### config.mk
export PLATFORM = sky130hd
export DESIGN_NAME = ext_irq_extension
export DESIGN_NICKNAME = d
export VERILOG_FILES = /design/src/ext_irq_pkg.sv /design/src/ext_irq_input.sv /design/src/ext_irq_arbiter.sv /design/src/ext_irq_extension.sv
export SDC_FILE = /design/constraint.sdc
export NUM_CORES = 1
export LEC_CHECK = 0
export BUFFER_PORTS_ARGS = -buffer_cell sky130_fd_sc_hd__buf_4
export CAP_MARGIN = 25
export CORE_MARGIN = 2
export CORE_UTILIZATION = 47
export DETAILED_ROUTE_END_ITERATION = 8
export GPL_ROUTABILITY_DRIVEN = 1
export PLACE_DENSITY = 0.82
export SLEW_MARGIN = 0
export SYNTH_ARGS = -nofsm -noshare
export SYNTH_HDL_FRONTEND = slang
export SYNTH_SLANG_ARGS = --single-unit
### constraint.sdc
create_clock -name clk -period 1.9 [get_ports clk]
set_input_delay 0.285 -clock clk [delete_from_list [all_inputs] [get_ports clk]]
set_output_delay 0.285 -clock clk [all_outputs]
set_load 0.05 [all_outputs]
### src/ext_irq_pkg.sv
// Purpose: Shared constants for the external interrupt extension block
// Assumes: Wishbone classic slave, 20 MHz core clock
// Notes: Register offsets are byte addresses on a 32-bit bus
package ext_irq_pkg;
    // ****************************************
    // Register map
    // ****************************************
    localparam logic [7:0] XCTL_OFFSET = 8'hc0;
    localparam logic [7:0] IRQ_STATUS_OFFSET = 8'hc4;
    localparam logic [7:0] IRQ_MASK_OFFSET = 8'hc8;
    localparam logic [7:0] CORE_OFFSET = 8'hcc;
    localparam logic [7:0] VECTOR_OFFSET = 8'hd0;
    localparam logic [7:0] LEGACY_OFFSET = 8'hd4;
    localparam logic [7:0] XCTL_RESET = 8'h00;
    // ****************************************
    // Control register fields
    // ****************************************
    localparam int A_TRIG_BIT = 0;
    localparam int A_PEND_BIT = 1;
    localparam int A_EN_BIT = 2;
    localparam int A_PRIO_BIT = 3;
    localparam int B_TRIG_BIT = 4;
    localparam int B_PEND_BIT = 5;
    localparam int B_EN_BIT = 6;
    localparam int B_PRIO_BIT = 7;
    // Core register fields: service ack, return, emulation
    localparam int CORE_ACK_BIT = 0;
    localparam int CORE_RETI_BIT = 1;
    localparam int CORE_EMU_BIT = 2;
    // Event status bits
    localparam int EV_TAKEN_BIT = 0;
    localparam int EV_A_BIT = 1;
    localparam int EV_B_BIT = 2;
    localparam int NUM_SRC = 8;
    // ****************************************
    // Vector table, indexed by polling order
    // ****************************************
    localparam logic [7:0] VEC_EXT0 = 8'h03;
    localparam logic [7:0] VEC_TMR0 = 8'h0b;
    localparam logic [7:0] VEC_EXT1 = 8'h13;
    localparam logic [7:0] VEC_TMR1 = 8'h1b;
    localparam logic [7:0] VEC_SER = 8'h23;
    localparam logic [7:0] VEC_TMR2 = 8'h2b;
    localparam logic [7:0] VEC_XA = 8'h33;
    localparam logic [7:0] VEC_XB = 8'h3b;
endpackage : ext_irq_pkg

### src/ext_irq_input.sv
// Purpose: One added external interrupt input: sync, trigger, pending flag
// Assumes: Pin is asynchronous to clk
// Notes: Everything holds still while frozen
`timescale 1ns/1ps
`default_nettype none
module ext_irq_input (
    input wire logic clk,
    input wire logic rstn,
    input wire logic pin,
    input wire logic freeze,
    input wire logic edge_mode,
    input wire logic sw_wr,
    input wire logic sw_pend,
    input wire logic serviced,
    output logic request,
    output logic pend,
    output logic edge_seen
);
    typedef struct packed {
        logic s1;
        logic s2;
        logic prev;
        logic pend;
    } state_t;
    state_t st, next_st;
    // Two flops before any logic reads the pin; edge compares s2 with prev
    always_comb begin
        next_st = st;
        edge_seen = 1'b0;
        if (!freeze) begin
            next_st.s1 = pin;
            next_st.s2 = st.s1;
            next_st.prev = st.s2;
            edge_seen = edge_mode && st.prev && !st.s2;
            if (sw_wr)
                next_st.pend = sw_pend;
            if (serviced && edge_mode)
                next_st.pend = 1'b0;
            // Set wins over a clear in the same cycle
            if (edge_seen)
                next_st.pend = 1'b1;
        end
    end
    always_ff @(posedge clk) begin
        if (!rstn)
            st <= '{s1: 1'b1, s2: 1'b1, prev: 1'b1, pend: 1'b0};
        else
            st <= next_st;
    end
    assign pend = st.pend;
    // Level mode requests while the pin is held low
    assign request = edge_mode ? st.pend : !st.s2;
endmodule : ext_irq_input
`default_nettype wire

### src/ext_irq_arbiter.sv
// Purpose: Pick the winning source by priority level, then polling order
// Assumes: Inputs are per-source request and priority vectors, enables already applied
// Notes: Index 0 polls first
`timescale 1ns/1ps
`default_nettype none
module ext_irq_arbiter #(
    parameter int N = 8
) (
    input wire logic [N-1:0] req,
    input wire logic [N-1:0] hi,
    output logic found,
    output logic win_hi,
    output logic [2:0] idx
);
    // High level sources beat low; lowest index wins inside a level
    always_comb begin
        found = 1'b0;
        win_hi = 1'b0;
        idx = 3'h0;
        for (int i = N - 1; i >= 0; i--) begin
            if (req[i] && !hi[i] && !win_hi) begin
                found = 1'b1;
                idx = 3'(i);
            end
        end
        for (int i = N - 1; i >= 0; i--) begin
            if (req[i] && hi[i]) begin
                found = 1'b1;
                win_hi = 1'b1;
                idx = 3'(i);
            end
        end
    end
endmodule : ext_irq_arbiter
`default_nettype wire

### src/ext_irq_extension.sv
// Purpose: Two added external interrupts, vector table and polling logic
// Assumes: Classic Wishbone slave, one clock, core handshake via registers
// Notes: Legacy sources arrive as levels with their own enables/priorities
`timescale 1ns/1ps
`default_nettype none
// Behaviour
// - The added inputs work like the legacy external interrupts but use the control register.
// - The control register sits at C0 and each bit can be written on its own.
// - Bits 7 and 3 pick high or low priority for inputs b and a.
// - Bits 6 and 2 enable inputs b and a.
// - Bits 4 and 0 pick falling edge or low level for inputs b and a.
// - In edge mode hardware sets bits 5 and 1 on a request and clears them on service.
// - Legacy sources vector to 03, 0B, 13, 1B, 23 and 2B.
// - Input a vectors to 33.
// - Input b vectors to 3B.
// - Within a level, sources poll ext0, tmr0, ext1, tmr1, serial, tmr2, a, then b.
// - In emulation mode the added inputs and their state stay frozen.
module ext_irq_extension (
    input wire logic clk,
    input wire logic rstn,
    input wire logic [7:0] wb_adr_i,
    input wire logic [31:0] wb_dat_i,
    input wire logic [3:0] wb_sel_i,
    input wire logic wb_we_i,
    input wire logic wb_cyc_i,
    input wire logic wb_stb_i,
    output logic [31:0] wb_dat_o,
    output logic wb_ack_o,
    input wire logic ext_irq_pin_a,
    input wire logic ext_irq_pin_b,
    input wire logic [5:0] legacy_req,
    output logic irq_req,
    output logic [7:0] irq_vector,
    output logic irq
);
    // ****************************************
    // State
    // ****************************************
    typedef struct packed {
        logic [7:0] ctl;
        logic [5:0] leg_en;
        logic [5:0] leg_hi;
        logic [2:0] ev_status;
        logic [2:0] ev_mask;
        logic emu;
        logic in_lo;
        logic in_hi;
        logic [2:0] cur_idx;
        logic req;
        logic [7:0] vector;
        logic irq;
        logic [31:0] dat;
        logic ack;
    } state_t;
    state_t st, next_st;
    logic a_req, b_req, a_pend, b_pend, a_edge, b_edge;
    logic found, win_hi;
    logic [2:0] win_idx;
    logic [7:0] src_req, src_hi;
    logic wr, rd, ctl_wr, serviced, reti;
    logic [7:0] vec_tab [8];
    // ****************************************
    // Vector table in polling order
    // ****************************************
    assign vec_tab[0] = ext_irq_pkg::VEC_EXT0;
    assign vec_tab[1] = ext_irq_pkg::VEC_TMR0;
    assign vec_tab[2] = ext_irq_pkg::VEC_EXT1;
    assign vec_tab[3] = ext_irq_pkg::VEC_TMR1;
    assign vec_tab[4] = ext_irq_pkg::VEC_SER;
    assign vec_tab[5] = ext_irq_pkg::VEC_TMR2;
    assign vec_tab[6] = ext_irq_pkg::VEC_XA;
    assign vec_tab[7] = ext_irq_pkg::VEC_XB;
    // Bus strobes; one access per ack, ack drops the cycle after
    assign wr = wb_cyc_i && wb_stb_i && wb_we_i && !st.ack;
    assign rd = wb_cyc_i && wb_stb_i && !wb_we_i && !st.ack;
    assign ctl_wr = wr && wb_sel_i[0] && wb_adr_i == ext_irq_pkg::XCTL_OFFSET;
    // Service and return pulses are write-one commands from the core
    assign serviced = wr && wb_sel_i[0] && wb_adr_i == ext_irq_pkg::CORE_OFFSET
        && wb_dat_i[ext_irq_pkg::CORE_ACK_BIT] && st.req;
    assign reti = wr && wb_sel_i[0] && wb_adr_i == ext_irq_pkg::CORE_OFFSET
        && wb_dat_i[ext_irq_pkg::CORE_RETI_BIT];
    // ****************************************
    // Added input channels
    // ****************************************
    ext_irq_input u_in_a (
        .clk(clk),
        .rstn(rstn),
        .pin(ext_irq_pin_a),
        .freeze(st.emu),
        .edge_mode(st.ctl[ext_irq_pkg::A_TRIG_BIT]),
        .sw_wr(ctl_wr && !st.emu),
        .sw_pend(wb_dat_i[ext_irq_pkg::A_PEND_BIT]),
        .serviced(serviced && st.cur_idx == 3'h6),
        .request(a_req),
        .pend(a_pend),
        .edge_seen(a_edge)
    );
    ext_irq_input u_in_b (
        .clk(clk),
        .rstn(rstn),
        .pin(ext_irq_pin_b),
        .freeze(st.emu),
        .edge_mode(st.ctl[ext_irq_pkg::B_TRIG_BIT]),
        .sw_wr(ctl_wr && !st.emu),
        .sw_pend(wb_dat_i[ext_irq_pkg::B_PEND_BIT]),
        .serviced(serviced && st.cur_idx == 3'h7),
        .request(b_req),
        .pend(b_pend),
        .edge_seen(b_edge)
    );
    // Enables gate requests; in-service state blocks equal or lower levels
    always_comb begin
        src_req = {b_req && st.ctl[ext_irq_pkg::B_EN_BIT] && !st.emu,
                   a_req && st.ctl[ext_irq_pkg::A_EN_BIT] && !st.emu,
                   legacy_req & st.leg_en};
        src_hi = {st.ctl[ext_irq_pkg::B_PRIO_BIT], st.ctl[ext_irq_pkg::A_PRIO_BIT],
                  st.leg_hi};
        if (st.in_hi)
            src_req = 8'h00;
        else if (st.in_lo)
            src_req = src_req & src_hi;
    end
    ext_irq_arbiter #(.N(ext_irq_pkg::NUM_SRC)) u_arb (
        .req(src_req),
        .hi(src_hi),
        .found(found),
        .win_hi(win_hi),
        .idx(win_idx)
    );
    // ****************************************
    // Next state
    // ****************************************
    always_comb begin
        next_st = st;
        next_st.ack = wb_cyc_i && wb_stb_i && !st.ack;
        // Offer the current winner while no service is being taken
        if (!st.req && found) begin
            next_st.req = 1'b1;
            next_st.cur_idx = win_idx;
            next_st.vector = vec_tab[win_idx];
        end
        if (serviced) begin
            next_st.req = 1'b0;
            if (src_hi[st.cur_idx])
                next_st.in_hi = 1'b1;
            else
                next_st.in_lo = 1'b1;
        end else if (st.req && !found) begin
            next_st.req = 1'b0; // Level request went away before service
        end else if (st.req && found && win_idx != st.cur_idx) begin
            next_st.cur_idx = win_idx;
            next_st.vector = vec_tab[win_idx];
        end
        if (reti) begin
            if (st.in_hi)
                next_st.in_hi = 1'b0;
            else
                next_st.in_lo = 1'b0;
        end
        if (wr && wb_sel_i[0]) begin
            unique case (wb_adr_i)
                ext_irq_pkg::XCTL_OFFSET:
                    if (!st.emu)
                        next_st.ctl = wb_dat_i[7:0];
                ext_irq_pkg::IRQ_STATUS_OFFSET:
                    next_st.ev_status = st.ev_status & ~wb_dat_i[2:0];
                ext_irq_pkg::IRQ_MASK_OFFSET:
                    next_st.ev_mask = wb_dat_i[2:0];
                ext_irq_pkg::CORE_OFFSET:
                    next_st.emu = wb_dat_i[ext_irq_pkg::CORE_EMU_BIT];
                ext_irq_pkg::LEGACY_OFFSET: begin
                    next_st.leg_en = wb_dat_i[5:0];
                    next_st.leg_hi = wb_dat_i[13:8];
                end
                default: ;
            endcase
        end
        // Pending flags mirror the channel state
        next_st.ctl[ext_irq_pkg::A_PEND_BIT] = a_pend;
        next_st.ctl[ext_irq_pkg::B_PEND_BIT] = b_pend;
        // Sticky events, set wins over the write-one clear
        if (serviced)
            next_st.ev_status[ext_irq_pkg::EV_TAKEN_BIT] = 1'b1;
        if (a_edge)
            next_st.ev_status[ext_irq_pkg::EV_A_BIT] = 1'b1;
        if (b_edge)
            next_st.ev_status[ext_irq_pkg::EV_B_BIT] = 1'b1;
        next_st.irq = |(next_st.ev_status & next_st.ev_mask);
        // Read data; unmapped offsets read zero
        next_st.dat = 32'h0000_0000;
        if (rd) begin
            unique case (wb_adr_i)
                ext_irq_pkg::XCTL_OFFSET: next_st.dat = {24'h000000, st.ctl};
                ext_irq_pkg::IRQ_STATUS_OFFSET: next_st.dat = {29'h0, st.ev_status};
                ext_irq_pkg::IRQ_MASK_OFFSET: next_st.dat = {29'h0, st.ev_mask};
                ext_irq_pkg::CORE_OFFSET:
                    next_st.dat = {27'h0, st.in_hi, st.in_lo, st.emu, 2'b00};
                ext_irq_pkg::VECTOR_OFFSET:
                    next_st.dat = {20'h0, st.req, st.cur_idx, st.vector};
                ext_irq_pkg::LEGACY_OFFSET:
                    next_st.dat = {18'h0, st.leg_hi, 2'b00, st.leg_en};
                default: next_st.dat = 32'h0000_0000;
            endcase
        end
    end
    always_ff @(posedge clk) begin
        if (!rstn) begin
            st <= '0;
            st.ctl <= ext_irq_pkg::XCTL_RESET;
        end else begin
            st <= next_st;
        end
    end
    assign wb_dat_o = st.dat;
    assign wb_ack_o = st.ack;
    assign irq_req = st.req;
    assign irq_vector = st.vector;
    assign irq = st.irq;
endmodule : ext_irq_extension
`default_nettype wire

## Yosys cells after proc, flatten, opt, wreduce, memory -nomap -nowiden

Memories as Yosys holds them, arrays and structs flattened.
Index checks and enable logic that the tools add are counted.

| cells by class | value |
|---|---|
| magnitude comparators | 2 |
| eq/ne operators | 9 |
| mux-type cells | 69 |
| bitwise logic cells | 8 |
| reduce and logical (&&, ||, !) cells | 70 |

Operators by type and width:

| cell | number |
|---|---|
| $pmux 14 s6 | 1 |
| $mux 3 | 21 |
| $mux 8 | 7 |
| $eq 8x8->1 const B | 6 |
| $logic_and 1x1->1 | 45 |
| $mux 1 | 35 |
| $logic_not 1->1 | 15 |
| $mux 12 | 1 |
| $reduce_and 2->1 | 5 |
| $and 8x8->8 | 1 |
| $mux 7 | 1 |
| $and 3x3->3 | 2 |
| $and 6x6->6 | 1 |
| $eq 3x3->1 const B | 2 |
| $reduce_bool 3->1 | 2 |
| $reduce_or 3->1 | 2 |
| $ge 4x4->1 const B | 1 |
| $lt 3x4->1 const B | 1 |
| $mux 2 | 2 |
| $not 3->4 | 1 |
| $bmux 1 s3 | 1 |
| $ne 3x3->1 | 1 |
| $not 3->3 | 1 |
| $reduce_and 3->1 | 1 |
| $not 1->1 | 2 |

| storage, ports and cells | value |
|---|---|
| bits in registers | 83 |
| ROM bits | 64 |
| bits of input ports | 57 |
| memories kept | 1 |

Memory list:

| name | depth | bits a word | read ports | clocked after memory_dff | wr ports | line | source |
|---|---|---|---|---|---|---|---|
| (name not given) | 8 | 8 | 1 | 0 | 0 | ext_irq_extension.sv:152 | `next_st.vector = vec_tab[win_idx];` |

## Depth between registers and ports, before layout

| logic depth | value |
|---|---|
| depth after elaboration | 32 |
| gate-level depth with buffers | 9 |
| depth with buffers taken out | 8 |

## Modules after synthesis

Synthesis repeated with hierarchy kept, for this count alone.

| unflattened totals | value |
|---|---|
| cells, all modules | 408 |
| area, all modules | 3504.6 um2 |

Modules (own cells, without submodules):

| module | times used | cells each | area each (um2) | seq. area each (um2) |
|---|---|---|---|---|
| ext_irq_extension | 1 | 321 | 2871.5 | 1141.1 |
| ext_irq_input | 2 | 19 | 186.4 | 80.1 |
| ext_irq_arbiter | 1 | 49 | 260.2 | 0.0 |

## Least setup slack after synthesis

Ideal clock, no wire load.

| timing | value |
|---|---|
| path kind | register to register |
| start point | register st, in the netlist wb_ack_o |
| end point | register st, in the netlist irq_vector[2] |
| library setup time | 115 ps |
| data arrival time | 2116 ps |
| path slack | -332 ps |
| stages on the path, launching flop included | 9 |
| buffers on the path | 0 |
| period minus slack after synthesis | 2232 ps |
| cells stage by stage | dfxtp_1 and3b_1 and3_1 and3_1 and3_1 a31o_2 inv_1 o21ai_4 and3_1 |

| on the way | value |
|---|---|
| longest elaborated chain between the ends | 7 |

Ends and longest elaborated chain:

| element | line | source |
|---|---|---|
| start: declaration | ext_irq_extension.sv:55 | `state_t st, next_st;` |
| start signal: assignment | ext_irq_extension.sv:211 | `st <= next_st;` |
| $logic_not 1->1 | ext_irq_extension.sv:74 | `assign wr = wb_cyc_i && wb_stb_i && wb_we_i && !st.ack;` |
| $logic_and 1x1->1 | ext_irq_extension.sv:74 |  |
| $logic_and 1x1->1 (2 in series) | ext_irq_extension.sv:78 | `assign serviced = wr && wb_sel_i[0] && wb_adr_i == ext_irq_pkg::CORE_OFFSET` |
| $logic_and 1x1->1 (2 in series) | ext_irq_extension.sv:79 | `&& wb_dat_i[ext_irq_pkg::CORE_ACK_BIT] && st.req;` |
| $mux 8 | ext_irq_extension.sv:142 | `if (serviced) begin` |

No other way between the ends.
A chain may end at the register's enable or synchronous reset.

## Final worst setup path

| timing | value |
|---|---|
| start point | register st[46] (netlist name) |
| end point | register st, in the netlist irq_vector[2] |

| on the way | value |
|---|---|
| longest elaborated chain between the ends | 26 |
| elaborated cells on any way between the ends | 63 |
| those cells by class | eq/ne: 1; mux: 39; bitwise: 1; reduce/logical: 21; memory: 1 |

Ends and longest elaborated chain:

| element | line | source |
|---|---|---|
| $mux 8 (*) | ext_irq_extension.sv:118 | `if (st.in_hi)` |
| $logic_and 1x1->1 | ext_irq_arbiter.sv:21 | `if (req[i] && !hi[i] && !win_hi) begin` |
| $mux 3 (8 in series) | ext_irq_arbiter.sv:21 |  |
| $mux 3 (8 in series) | ext_irq_arbiter.sv:27 | `if (req[i] && hi[i]) begin` |
| $not 3->4 (not written as such) | ext_irq_extension.sv:140, ext_irq_extension.sv:152 |  |
| $mem_v2 8x8 | n/a |  |
| $mux 8 (not written as such) (2 in series) | ext_irq_extension.sv:152 |  |
| $mux 12 | ext_irq_extension.sv:137 | `if (!st.req && found) begin` |
| $mux 8 | ext_irq_extension.sv:150 | `end else if (st.req && found && win_idx != st.cur_idx) begin` |
| $mux 8 | ext_irq_extension.sv:148 | `end else if (st.req && !found) begin` |
| $mux 8 (*) | ext_irq_extension.sv:142 |  |

Mark *: on every way between the ends. The rest lies on a longest branch, timed or not. The select of a mux whose other input is x is not followed.

==> impl_metrics.env <==
export IMPL_gp_congestion=0.901
export IMPL_grt_pass1_vias=3057
export IMPL_clock_path_buffers=2
export IMPL_max_clock_freq_ghz=0.427
export IMPL_multi_input_area_um2=1920
export IMPL_hold_path_depth=2
export IMPL_outcome="complete, but fails checks"
export IMPL_post_route_period_util=1.23
export IMPL_hp_start="wb_we_i"
export IMPL_stdcell_count=599
export IMPL_cp_required_ns=2.19
export IMPL_antenna_found_initial=0
export IMPL_crit_path_start_kind="flip-flop"
export IMPL_hp_class="input port to flip-flop"
export IMPL_total_power_mw=2.86
export IMPL_finalCriticalPeriod_ns=2.34
export IMPL_antennaDiodeCount=0
export IMPL_yosysWarnings=0
export IMPL_p_clk_frac=0.442
export IMPL_syn_cell_area_um2=3400
export IMPL_cts_buffers=9
export IMPL_violations="setup timing"
export IMPL_final_hold_viol_count=0
export IMPL_num_vias=3384
export IMPL_rsz0062_at_grt="yes"
export IMPL_seq_power_share=0.478
export IMPL_startpoint="st[46]$_SDFF_PN0_"
export IMPL_placedCellCount=576
export IMPL_cts_htree_levels=3
export IMPL_ff_latch_area_um2=1320
export IMPL_cp_max_fo=8
export IMPL_ys_seq_area_frac=0.383
export IMPL_area_growth_pct=35.4
export IMPL_pre_cts_ws_ns=-0.364
export IMPL_drt_pass1_iter_count=6
export IMPL_path_clk_slew_ns=0.07
export IMPL_ys_ff_latch=65
export IMPL_postCtsHoldBufs=0
export IMPL_synth_area_per_cell_um2=8.56
export IMPL_overflow=0
export IMPL_rows=30
export IMPL_power_leakage_nw=1.95
export IMPL_wl_per_cell_um=16.6
export IMPL_cts_root_buf="clkbuf_8"
export IMPL_netlist_instances=397
export IMPL_endpoint_kind="flip-flop"
export IMPL_ant_nets=0
export IMPL_crit_arrival_ns=2.63
export IMPL_yosysUniqueCellTypes=53
export IMPL_drt_iter0_markers=266
export IMPL_p_comb_frac=0.080
export IMPL_r2r_cells=9
export IMPL_grt_pass1_wl_um=15300
export IMPL_final_common_cell="buf_4"
export IMPL_p_sw_uw=678
export IMPL_drive_gt1_frac=0.388
export IMPL_dieHeight_um=89.0
export IMPL_setup_viol=10
export IMPL_fp_dieW_um=89.0
export IMPL_die_area_um2=7920
export IMPL_insertion_delay_ns=0.34
export IMPL_final_core_util=0.666
export IMPL_swShare=0.237
export IMPL_p_int_mw=2.18
export IMPL_track_usage=0.254
export IMPL_num_fill_cells=579
export IMPL_core_area_um2=6910
export IMPL_relSlewSlack=0.675
export IMPL_fin_nets=557
export IMPL_synth_async_reset_ratio=0
export IMPL_synth_edf_count=0
export IMPL_dpl_hpwl_um=7090
export IMPL_drc=0
export IMPL_worst_slack_ns=-0.443
export IMPL_initial_core_util=0.492
export IMPL_hold_ws_ns=0.131
export IMPL_max_cap_viol_count=0
export IMPL_routed_wl_um=9920
export IMPL_synth_main_ff_cell="dfxtp_1"
export IMPL_tritoncts="yes"
export IMPL_crit_type="flip-flop to flip-flop"
export IMPL_reg2reg_from="st[46]$_SDFF_PN0_"
export IMPL_grt_max_degree=23
export IMPL_power_density_nw_per_um2=622
export IMPL_skew_ns=0.00676
export IMPL_cts_sinks=65
export IMPL_io_buffers=60
export IMPL_io_pins=100
export IMPL_worst_pin_slew_ns=0.482
export IMPL_vias_per_cell=5.65
export IMPL_slew_viol_final=0
export IMPL_ir_drop_uv=427
export IMPL_final_cell_mix="buf_4, dfxtp_1, nand2_1"
==> power groups by stage <==
| stage | clock network, mW | logic, mW | registers, mW |
|---|---|---|---|
| floorplan | 0 | 0.155 | 1.40 |
| detailed placement | 0 | 0.221 | 1.40 |
| global route | 1.34 | 0.243 | 1.37 |
| global placement | 0 | 0.219 | 1.40 |
| CTS | 1.28 | 0.226 | 1.37 |
| finish | 1.26 | 0.230 | 1.37 |
==> layout make-up <==
type / instances / area share
clock buffers: 12 / 0.0383
clock inverters: 2 / 0.00761
inverters: 8 / 0.00707
multi-input cells: 284 / 0.417
flip-flops and latches: 65 / 0.287
well taps: 96 / 0.0261
repair buffers: 132 / 0.216
==> critical path: stages (launching register included) <==
cell and delay (ns):
dfxtp_4 0.38, buf_6 0.13, nand4b_1 0.32, nand2_1 0.27, nor2_1 0.07, o31a_1 0.13
xor2_1 0.15, a2111o_1 0.39, o21ai_4 0.27, and3_1 0.18
==> kinds of logic after synthesis <==
logic type	share of synthesized area
flops	0.383
simple gates	0.236
other cells	0.00110
xor+xnor	0.00258
compound gates	0.157
mux	0.104
buf+inv	0.117
==> through the flow <==
step | cell area, um2 | setup TNS [ns]
floorplan | 3520 | -0.638
global placement | 4190 | -2.86
detailed placement | 4190 | -3.87
CTS | 4520 | -2.67
global route | 4600 | -4.99
finish | 4600 | -3.80
==> path summary, 6_finish.rpt <==
path                               end  slack, ns
max reg2reg   irq_vector[2]$_SDFF_PN0_      -0.44
min             wb_dat_o[2]$_SDFF_PN0_       0.13
max           irq_vector[2]$_SDFF_PN0_      -0.44
min reg2reg  u_in_a.st[1]$_SDFFE_PN1N_       0.47
==> layer usage <==
| metal | part of all wire | track usage |
|---|---|---|
| met4 | 0.038 | 0.0991 |
| met2 | 0.47 | 0.424 |
| met1 | 0.41 | 0.323 |
| met5 | 0 | 0 |
| met3 | 0.076 | 0.0499 |
==> synth_stat cells (4+ instances only) <==
cell,count,share of area
dfxtp_1,65,0.38
nand2_1,51,0.056
buf_4,41,0.091
nor2_1,38,0.042
a21oi_1,28,0.041
mux2i_1,24,0.071
clkbuf_1,16,0.018
and3_1,14,0.026
o21ai_0,9,0.013
and2_1,7,0.013
inv_1,7,0.0077
nand4b_1,6,0.015
nor3_1,6,0.0088
a31oi_1,5,0.0092
nand2b_1,5,0.0092
nand3_1,5,0.0074
nand3b_1,5,0.011
nor4bb_1,5,0.015
a32oi_1,4,0.010
mux2_2,4,0.013
nand4_1,4,0.0074
o211ai_1,4,0.0088
o2bb2ai_1,4,0.010
==> state kept, by name (all words and copies together), names as in the netlist <==
name         flops
u_in_b.pend      1
u_in_b.st        3
irq_req          1
wb_ack_o         1
wb_dat_o        14
u_in_a.st        3
irq              1
src_hi           8
irq_vector       8
st              24
u_in_a.pend      1
==> timing repair <==
item	in CTS	in global routing
pin swaps	14	10
buffers inserted	5	5
gates cloned	0	0
setup endpoints to repair	10	21
resized for setup	17	15
Power figures use the tool's default switching activity.
